--- src/rtl/fll_cfg_defines.svh ---
// register map, field positions, reset values and timing counts of the loop control block
`ifndef FLL_CFG_DEFINES_SVH
`define FLL_CFG_DEFINES_SVH
`define IDX_INT_MULT      10'h192
`define IDX_FRAC_NUM      10'h193
`define IDX_FRAC_DEN      10'h194
`define IDX_FB_DIV        10'h195
`define IDX_REF_CTRL      10'h196
`define IDX_GAIN_CTRL     10'h198
`define IDX_MODE_CTRL     10'h19A
`define IDX_LOCK_CTRL     10'h19B
`define IDX_OSC_RANGE     10'h19D
`define IDX_STATUS        10'h1A0
`define IDX_GPIO_CFG      10'h1A1
`define RST_INT_MULT      16'h0004
`define RST_FRAC_NUM      16'h0000
`define RST_FRAC_DEN      16'h0000
`define RST_FB_DIV        16'h0001
`define RST_REF_CTRL      16'h8000
`define RST_GAIN_CTRL     16'h2100
`define RST_MODE_CTRL     16'h0000
`define RST_LOCK_CTRL     16'h0011
`define RST_OSC_RANGE     16'h0000
`define RST_GPIO_CFG      16'h0000
`define MSK_INT_MULT      16'h03FF
`define MSK_FRAC_NUM      16'hFFFF
`define MSK_FRAC_DEN      16'hFFFF
`define MSK_FB_DIV        16'h03FF
`define MSK_REF_CTRL      16'h80C0
`define MSK_GAIN_CTRL     16'hFFFF
`define MSK_MODE_CTRL     16'hC000
`define MSK_LOCK_CTRL     16'h001F
`define MSK_OSC_RANGE     16'h0003
`define MSK_GPIO_CFG      16'h0003
`define POS_REF_EN        15
`define POS_REF_DIV       6
`define POS_FD_COARSE     0
`define POS_FD_FINE       4
`define POS_MODE          14
`define POS_LOCK_EN       0
`define POS_LOCK_THR      1
`define POS_GPIO_CLK_SEL  0
`define CLK_PERIOD_NS     4
`define DEBOUNCE_NS       32
`define DEBOUNCE_CYCLES   ((`DEBOUNCE_NS + `CLK_PERIOD_NS - 1) / `CLK_PERIOD_NS)
`endif

--- src/rtl/fll_cfg_pkg.sv ---
// types shared by the loop control block
package fll_cfg_pkg;
  typedef enum logic [1:0] {
    MODE_INTEGER    = 2'b00,
    MODE_RESV_A     = 2'b01,
    MODE_RESV_B     = 2'b10,
    MODE_FRACTIONAL = 2'b11
  } loop_mode_type;
  typedef enum logic [3:0] {
    SLOT_INT_MULT  = 4'h0,
    SLOT_FRAC_NUM  = 4'h1,
    SLOT_FRAC_DEN  = 4'h2,
    SLOT_FB_DIV    = 4'h3,
    SLOT_REF_CTRL  = 4'h4,
    SLOT_GAIN_CTRL = 4'h5,
    SLOT_MODE_CTRL = 4'h6,
    SLOT_LOCK_CTRL = 4'h7,
    SLOT_OSC_RANGE = 4'h8,
    SLOT_GPIO_CFG  = 4'h9,
    SLOT_STATUS    = 4'hA,
    SLOT_NONE      = 4'hF
  } slot_type;
endpackage

--- src/rtl/fll_config_lock_status.sv ---
// loop configuration registers, lock and reference status, debounce and gpio routing
//
// The implementer's own choice: the AHB-Lite interface to the registers.
`timescale 1ns/10ps
`include "fll_cfg_defines.svh"
module fll_config_lock_status (
  input  wire logic        core_clk_i,
  input  wire logic        rst_i,
  input  wire logic        hsel_i,
  input  wire logic [31:0] haddr_i,
  input  wire logic [1:0]  htrans_i,
  input  wire logic        hwrite_i,
  input  wire logic [2:0]  hsize_i,
  input  wire logic [31:0] hwdata_i,
  input  wire logic        hready_i,
  output logic      [31:0] hrdata_o,
  output logic             hreadyout_o,
  output logic             hresp_o,
  input  wire logic        ref_detect_i,
  input  wire logic        slow_clk_running_i,
  input  wire logic        system_clock_running_i,
  input  wire logic        loop_enable_i,
  input  wire logic [3:0]  freq_error_i,
  input  wire logic [3:0]  fll_clk_i,
  output logic      [9:0]  integer_multiplier_o,
  output logic      [15:0] fraction_numerator_o,
  output logic      [15:0] fraction_denominator_o,
  output logic      [9:0]  feedback_divider_o,
  output logic      [1:0]  reference_divider_o,
  output logic      [1:0]  oscillator_range_select_o,
  output logic      [3:0]  freq_detect_gain_fine_o,
  output logic signed [4:0] freq_detect_gain_log2_o,
  output logic             loop_fraction_mode_o,
  output logic             gpio_lock_o,
  output logic             gpio_clk_o,
  output logic             irq_ref_present_o,
  output logic             irq_lock_o,
  output logic             ref_stop_evt_o,
  output logic             lock_change_evt_o
);
  localparam int NCFG = 10;
  localparam logic [3:0] DEB_LAST = 4'(`DEBOUNCE_CYCLES - 1);
  localparam logic [15:0] RST_TAB [NCFG] = '{`RST_INT_MULT, `RST_FRAC_NUM, `RST_FRAC_DEN,
    `RST_FB_DIV, `RST_REF_CTRL, `RST_GAIN_CTRL, `RST_MODE_CTRL, `RST_LOCK_CTRL,
    `RST_OSC_RANGE, `RST_GPIO_CFG};
  localparam logic [15:0] MSK_TAB [NCFG] = '{`MSK_INT_MULT, `MSK_FRAC_NUM, `MSK_FRAC_DEN,
    `MSK_FB_DIV, `MSK_REF_CTRL, `MSK_GAIN_CTRL, `MSK_MODE_CTRL, `MSK_LOCK_CTRL,
    `MSK_OSC_RANGE, `MSK_GPIO_CFG};

  // bus state
  logic                 wr_pend_ff;
  logic                 nxt_wr_pend;
  fll_cfg_pkg::slot_type slot_ff;
  fll_cfg_pkg::slot_type nxt_slot;
  fll_cfg_pkg::slot_type addr_slot;
  logic [15:0]          cfg_ff [NCFG];
  logic [15:0]          nxt_cfg [NCFG];
  logic                 addr_take;

  // status state
  logic [2:0]           sync1_ff;
  logic [2:0]           sync2_ff;
  logic [2:0]           sync3_ff;
  logic [2:0]           filt_ff;
  logic [2:0]           nxt_filt;
  logic [1:0]           raw_stat;
  logic [1:0]           deb_ff;
  logic [1:0]           nxt_deb;
  logic [1:0]           flip;
  logic [3:0]           cnt_ff [2];
  logic [3:0]           nxt_cnt [2];
  logic                 ref_evt_ff;
  logic                 nxt_ref_evt;
  logic                 lock_evt_ff;
  logic                 nxt_lock_evt;
  logic                 clk_ok;
  logic                 lock_en;
  logic                 ref_en;
  logic [3:0]           lock_thr;
  logic [3:0]           coarse_code;
  logic [1:0]           mode_code;
  logic [15:0]          status_word;
  logic [15:0]          rd_word;

  function automatic fll_cfg_pkg::slot_type decode(input logic [31:0] a);
    logic [29:0] w;
    w = a[31:2];
    if (w == 30'(`IDX_INT_MULT)) return fll_cfg_pkg::SLOT_INT_MULT;
    else if (w == 30'(`IDX_FRAC_NUM)) return fll_cfg_pkg::SLOT_FRAC_NUM;
    else if (w == 30'(`IDX_FRAC_DEN)) return fll_cfg_pkg::SLOT_FRAC_DEN;
    else if (w == 30'(`IDX_FB_DIV)) return fll_cfg_pkg::SLOT_FB_DIV;
    else if (w == 30'(`IDX_REF_CTRL)) return fll_cfg_pkg::SLOT_REF_CTRL;
    else if (w == 30'(`IDX_GAIN_CTRL)) return fll_cfg_pkg::SLOT_GAIN_CTRL;
    else if (w == 30'(`IDX_MODE_CTRL)) return fll_cfg_pkg::SLOT_MODE_CTRL;
    else if (w == 30'(`IDX_LOCK_CTRL)) return fll_cfg_pkg::SLOT_LOCK_CTRL;
    else if (w == 30'(`IDX_OSC_RANGE)) return fll_cfg_pkg::SLOT_OSC_RANGE;
    else if (w == 30'(`IDX_GPIO_CFG)) return fll_cfg_pkg::SLOT_GPIO_CFG;
    else if (w == 30'(`IDX_STATUS)) return fll_cfg_pkg::SLOT_STATUS;
    else return fll_cfg_pkg::SLOT_NONE;
  endfunction

  // ahb-lite slave, zero wait states
  assign addr_take   = hsel_i && htrans_i[1] && hready_i;
  assign addr_slot   = decode(haddr_i);
  assign hreadyout_o = 1'b1;
  assign hresp_o     = 1'b0;

  always_comb begin
    nxt_wr_pend = addr_take && hwrite_i;
    nxt_slot    = addr_take ? addr_slot : fll_cfg_pkg::SLOT_NONE;
    for (int i = 0; i < NCFG; i++) begin
      nxt_cfg[i] = cfg_ff[i];
      if (wr_pend_ff && (slot_ff == fll_cfg_pkg::slot_type'(4'(i)))) begin
        nxt_cfg[i] = hwdata_i[15:0] & MSK_TAB[i];
      end
    end
  end

  always_ff @(posedge core_clk_i or posedge rst_i) begin
    if (rst_i) begin
      wr_pend_ff <= 1'b0;
      slot_ff    <= fll_cfg_pkg::SLOT_NONE;
      for (int i = 0; i < NCFG; i++) begin
        cfg_ff[i] <= RST_TAB[i];
      end
    end else begin
      wr_pend_ff <= nxt_wr_pend;
      slot_ff    <= nxt_slot;
      for (int i = 0; i < NCFG; i++) begin
        cfg_ff[i] <= nxt_cfg[i];
      end
    end
  end

  // read mux in data phase, unmapped reads zero
  assign status_word = {10'h000, filt_ff[2:1], deb_ff, raw_stat};
  always_comb begin
    rd_word = 16'h0000;
    if (slot_ff == fll_cfg_pkg::SLOT_STATUS) begin
      rd_word = status_word;
    end else if (slot_ff != fll_cfg_pkg::SLOT_NONE) begin
      rd_word = cfg_ff[slot_ff];
    end
  end
  assign hrdata_o = {16'h0000, rd_word};

  // field outputs
  assign integer_multiplier_o      = cfg_ff[fll_cfg_pkg::SLOT_INT_MULT][9:0];
  assign fraction_numerator_o      = cfg_ff[fll_cfg_pkg::SLOT_FRAC_NUM];
  assign fraction_denominator_o    = cfg_ff[fll_cfg_pkg::SLOT_FRAC_DEN];
  assign feedback_divider_o        = cfg_ff[fll_cfg_pkg::SLOT_FB_DIV][9:0];
  assign reference_divider_o       = cfg_ff[fll_cfg_pkg::SLOT_REF_CTRL][`POS_REF_DIV +: 2];
  assign oscillator_range_select_o = cfg_ff[fll_cfg_pkg::SLOT_OSC_RANGE][1:0];
  assign freq_detect_gain_fine_o   = cfg_ff[fll_cfg_pkg::SLOT_GAIN_CTRL][`POS_FD_FINE +: 4];
  assign coarse_code = cfg_ff[fll_cfg_pkg::SLOT_GAIN_CTRL][`POS_FD_COARSE +: 4];
  assign mode_code   = cfg_ff[fll_cfg_pkg::SLOT_MODE_CTRL][`POS_MODE +: 2];
  assign lock_thr    = cfg_ff[fll_cfg_pkg::SLOT_LOCK_CTRL][`POS_LOCK_THR +: 4];
  assign lock_en     = cfg_ff[fll_cfg_pkg::SLOT_LOCK_CTRL][`POS_LOCK_EN];
  assign ref_en      = cfg_ff[fll_cfg_pkg::SLOT_REF_CTRL][`POS_REF_EN];
  // log2 of gain is minus the signed code
  assign freq_detect_gain_log2_o = 5'sd0 - $signed({coarse_code[3], coarse_code});
  // reserved codes fall back to integer behaviour
  assign loop_fraction_mode_o =
    (fll_cfg_pkg::loop_mode_type'(mode_code) == fll_cfg_pkg::MODE_FRACTIONAL);

  // raw status, combinational to gpio without any clock
  assign raw_stat[1] = lock_en && loop_enable_i &&
    (freq_error_i <= lock_thr);
  assign raw_stat[0] = ref_en && filt_ff[0];
  assign gpio_lock_o = raw_stat[1];
  assign gpio_clk_o  = fll_clk_i[cfg_ff[fll_cfg_pkg::SLOT_GPIO_CFG][`POS_GPIO_CLK_SEL +: 2]];

  // three-stage synchronisers, change taken once stages two and three agree
  always_comb begin
    nxt_filt = filt_ff;
    for (int i = 0; i < 3; i++) begin
      if (sync2_ff[i] == sync3_ff[i]) begin
        nxt_filt[i] = sync3_ff[i];
      end
    end
  end

  always_ff @(posedge core_clk_i or posedge rst_i) begin
    if (rst_i) begin
      sync1_ff <= 3'h0;
      sync2_ff <= 3'h0;
      sync3_ff <= 3'h0;
      filt_ff  <= 3'h0;
    end else begin
      sync1_ff <= {system_clock_running_i, slow_clk_running_i, ref_detect_i};
      sync2_ff <= sync1_ff;
      sync3_ff <= sync2_ff;
      filt_ff  <= nxt_filt;
    end
  end
  assign clk_ok = filt_ff[1] || filt_ff[2];

  // debounce per status bit, frozen while no clock runs
  genvar g;
  generate
    for (g = 0; g < 2; g++) begin : g_deb
      always_comb begin
        nxt_cnt[g] = 4'h0;
        flip[g]    = 1'b0;
        nxt_deb[g] = deb_ff[g];
        if (!clk_ok) begin
          nxt_cnt[g] = cnt_ff[g];
        end else if (raw_stat[g] != deb_ff[g]) begin
          if (cnt_ff[g] == DEB_LAST) begin
            flip[g]    = 1'b1;
            nxt_deb[g] = raw_stat[g];
          end else begin
            nxt_cnt[g] = cnt_ff[g] + 4'h1;
          end
        end
      end
      always_ff @(posedge core_clk_i or posedge rst_i) begin
        if (rst_i) begin
          cnt_ff[g] <= 4'h0;
          deb_ff[g] <= 1'b0;
        end else begin
          cnt_ff[g] <= nxt_cnt[g];
          deb_ff[g] <= nxt_deb[g];
        end
      end
    end
  endgenerate

  // events toward the interrupt controller
  always_comb begin
    nxt_ref_evt  = flip[0] && deb_ff[0];
    nxt_lock_evt = flip[1];
  end

  always_ff @(posedge core_clk_i or posedge rst_i) begin
    if (rst_i) begin
      ref_evt_ff  <= 1'b0;
      lock_evt_ff <= 1'b0;
    end else begin
      ref_evt_ff  <= nxt_ref_evt;
      lock_evt_ff <= nxt_lock_evt;
    end
  end
  assign irq_ref_present_o = deb_ff[0];
  assign irq_lock_o        = deb_ff[1];
  assign ref_stop_evt_o    = ref_evt_ff;
  assign lock_change_evt_o = lock_evt_ff;
endmodule // fll_config_lock_status

--- config.mk ---
export PLATFORM = sky130hd
export DESIGN_NAME = fll_config_lock_status
export DESIGN_NICKNAME = d
export VERILOG_FILES = /design/src/rtl/fll_cfg_pkg.sv /design/src/rtl/fll_config_lock_status.sv
export VERILOG_INCLUDE_DIRS = /design/src /design/src/rtl
export SDC_FILE = /design/constraint.sdc
export NUM_CORES = 1
export LEC_CHECK = 0
export BUFFER_PORTS_ARGS = -buffer_cell sky130_fd_sc_hd__clkbuf_2
export CAP_MARGIN = 20
export CORE_MARGIN = 5
export CORE_UTILIZATION = 48
export CTS_BUF_LIST = sky130_fd_sc_hd__clkbuf_4 sky130_fd_sc_hd__clkbuf_8
export CTS_CLUSTER_DIAMETER = 120
export DETAILED_ROUTE_END_ITERATION = 10
export PLACE_DENSITY = 0.89
export SLEW_MARGIN = 0
export SYNTH_ARGS = -nofsm -noshare
export SYNTH_HDL_FRONTEND = slang
export SYNTH_SLANG_ARGS = --single-unit
export TNS_END_PERCENT = 100
--- constraint.sdc ---
create_clock -name core_clk_i -period 3 [get_ports core_clk_i]
set_input_delay 0.15 -clock core_clk_i [delete_from_list [all_inputs] [get_ports core_clk_i]]
set_output_delay 0.15 -clock core_clk_i [all_outputs]
set_load 0.01 [all_outputs]
==> summary.txt <==
Ports = 192
Crit Path Max Fanout = 14
Average wire per standard cell = 19.3 um
Mapped Area = 5980 um2
Maximum clock frequency = 374 MHz
Slew headroom = 40.5%
Gp weighted congestion = 0.932
Post-synth top area share = 41.9%
Hold EP = fraction_denominator_o[13]
Port-buffer cells = 151
Vias in the first global route = 4502
Fin. Hold Viols = 0
Core ar. = 12100 um2
Finish-stage setup viols = 0
ANT cells = 0
Fraction of layout cells with a size suffix above 1 = 47.8%
Leakage power total = 3.37 nW
Vias = 4188
Routed Antenna Nets = 0
Post-Layout Cell Count = 770
Reg-to-reg setup timing slack = 880 ps
Syn Area/Cell = 11.8 um2
CP Cell Sequence = buf_4, mux4_2, a221o_1, clkbuf_2
VDD IR max = 308 uV
Synth area leader = dfrtp_1
Max incr delay on CP = 720 ps
First-pass GRT wire length = 23500 um
Status = finished, final reports clean
Top-count cell post-synth = dfrtp_1
Clock Tree Root = clkbuf_8
TritonCTS clock tree = built
Final min period = 2670 ps
Fin Clk Skew = 21.6 ps
Critical path's top delay family = flip-flops
Die width = 122 um
Worst-Margin Slew = 891 ps
Vias per cell = 5.44
Drt first pass iters = 5
Worst path arrival time = 2520 ps
Crit Path Class = flip-flop to primary output
Die area = 14800 um2
Number of synthesized flops with an enable pin = 0
Num CTS Buffers = 9
Largest net degree at the start of global routing = 51
Main synth FF type = dfrtp_1
H-tree lvl count = 3
Crit path launch type = flip-flop
# resized after CTS = 0
Area growth, synth to finish = 10.4%
Synth unique cells = 64
Mapped Cells = 505
Unrepaired setup endpoints after global routing = false
R2R Path End = fraction_denominator_o[9]
Initial drt markers = 297
Dpl cells = 750
Initial antenna violation count = 0
Required time of the critical path = 2850 ps
Detail Placement HPWL = 11200 um
Final instance area = 6600 um2
Seq/Total Area, Yosys = 46.7%
Reg2Reg Depth = 5
Hold Crit Class = input pin to flip-flop
Final WL = 14900 um
Overflow after GRT = 0
All-Layer GR Usage = 20.5%
Clock Sinks = 111
Ranking of synthesized cells by area = dfrtp_1 42%, mux2_2 14%, buf_4 11%, dfstp_2 4.8%, mux4_2 4.1%
FP Rows = 40
Post-route DRC = 0
Placed instance area = 6350 um2
Reg2Reg Launch Point = slot_ff[0]
Final Power = 2.65 mW
Hold path start = hwdata_i[13]
Number of synthesized register bits = 111
Max Slew Vio Count = 0
Pwr per Cell Area = 402 nW/um2
Synth top cells by count = 100 x dfrtp_1, 84 x buf_4, 74 x mux2_2
Period utilisation layout = 89.1%
Final core occ = 54.5%
Starting Density = 49.4%
Die Span Y = 122 um
Hold path depth = 2
Max-Cap Viols = 0
Setup TNS = 0 ps
Final net count = 690
Clock tree buffer depth = 2
Yosys warns = 0
Worst Path Buf+Inv = 2
Async S/R FF share, synth = 100%
Slowest cell on crit path = dfstp_2
Clk pin slew, worst setup/hold paths = 120 ps
Worst skew pair latency = 390 ps
Worst Setup End Kind = primary output
==> worst max-delay path by stage <==
stage          startpoint     endpoint  slack [ps]  cells past startpoint
2_1_floorplan  slot_ff[0]  hrdata_o[9]        1290                      4
3_3_place_gp   slot_ff[0]  hrdata_o[0]         750                      4
3_5_place_dp   slot_ff[0]  hrdata_o[0]         720                      4
4_1_cts        slot_ff[0]  hrdata_o[0]         300                      4
5_1_grt        slot_ff[0]  hrdata_o[2]         210                      6
6_report       slot_ff[0]  hrdata_o[0]         330                      4
==> power breakdown <==
| part | internal (mW) | total, mW | switching (mW) | leakage [nW] |
|---|---|---|---|---|
| logic | 0.0746 | 0.184 | 0.110 | 1.84 |
| clock network | 0.336 | 0.926 | 0.589 | 0.102 |
| registers | 1.52 | 1.54 | 0.0213 | 1.43 |
==> per-layer routing <==
metal	track usage (%)	share of wire, %	vias up
li1	-	-	1874
met1	25.6	41	2122
met2	35.1	51	169
met3	4.04	6.1	23
met4	8.05	2.3	0
met5	0	0	-
==> sequential cells by signal, summed over array words and instances (netlist names) <==
| register | cells |
|---|---|
| lock_change_evt_o | 1 |
| oscillator_range_select_o | 2 |
| filt_ff | 3 |
| fraction_numerator_o | 16 |
| sync3_ff | 3 |
| freq_detect_gain_fine_o | 4 |
| sync1_ff | 3 |
| wr_pend_ff | 1 |
| irq_ref_present_o | 1 |
| slot_ff | 4 |
| integer_multiplier_o | 10 |
| irq_lock_o | 1 |
| fraction_denominator_o | 16 |
| cnt_ff | 8 |
| reference_divider_o | 2 |
| cfg_ff | 22 |
| ref_stop_evt_o | 1 |
| feedback_divider_o | 10 |
| sync2_ff | 3 |
==> repair_timing <==
action | 4_1_cts | 5_1_grt
hold endpoints to repair | 41 | 0
setup buffers | 0 | 0
hold buffers | 4 | 0
==> cells in the final DEF, fill, tap and decap left out, types with 4 or more instances in the layout <==
cell type,Yosys,layout
a22o_1,4,4
ha_1,7,7
nor2_1,20,20
clkbuf_2,0,151
a21oi_1,9,9
nand4_1,4,4
dfstp_2,11,11
nor4_1,4,4
dfrtp_1,100,100
conb_1,2,18
mux2_2,74,74
a22oi_1,12,12
clkbuf_8,0,9
nand3b_1,4,4
nor3_1,5,5
xnor2_1,4,4
nand2_1,32,32
mux4_2,11,11
dlygate4sd3_1,0,4
nand2b_1,4,4
buf_4,84,7
inv_1,10,9
o21ai_0,27,27
mux2i_1,7,7
==> cells by family (layout without fill, tap and decap cells) <==
kind of cell,count (synthesis),after routing,synth area share [%]
flops,111,111,46.7
xor+xnor,4,4,0.586
buf+inv,109,190,13.0
compound gates,70,70,7.58
fa+ha+maj,10,10,1.97
other cells,2,18,0.126
mux,95,95,19.8
simple gates,104,104,10.3
==> per-stage QoR <==
step                setup slack (ps)  hold slack (ps)
finish                           328             14.7
global route                     208             7.81
CTS                              302             1.76
detailed placement               721              265
global placement                 747              259
floorplan                       1290              181
==> layout make-up <==
cell class | count | area, um2
Sequential cell | 111 | 2790
Fill cell | 1050 | 5510
Timing Repair Buffer | 163 | 868
Inverter | 11 | 45.0
Clock buffer | 9 | 124
Clock inverter | 7 | 87.6
Multi-Input combinational cell | 301 | 2470
Tap cell | 168 | 210
Note: power is estimated with default switching activity, not from simulation.
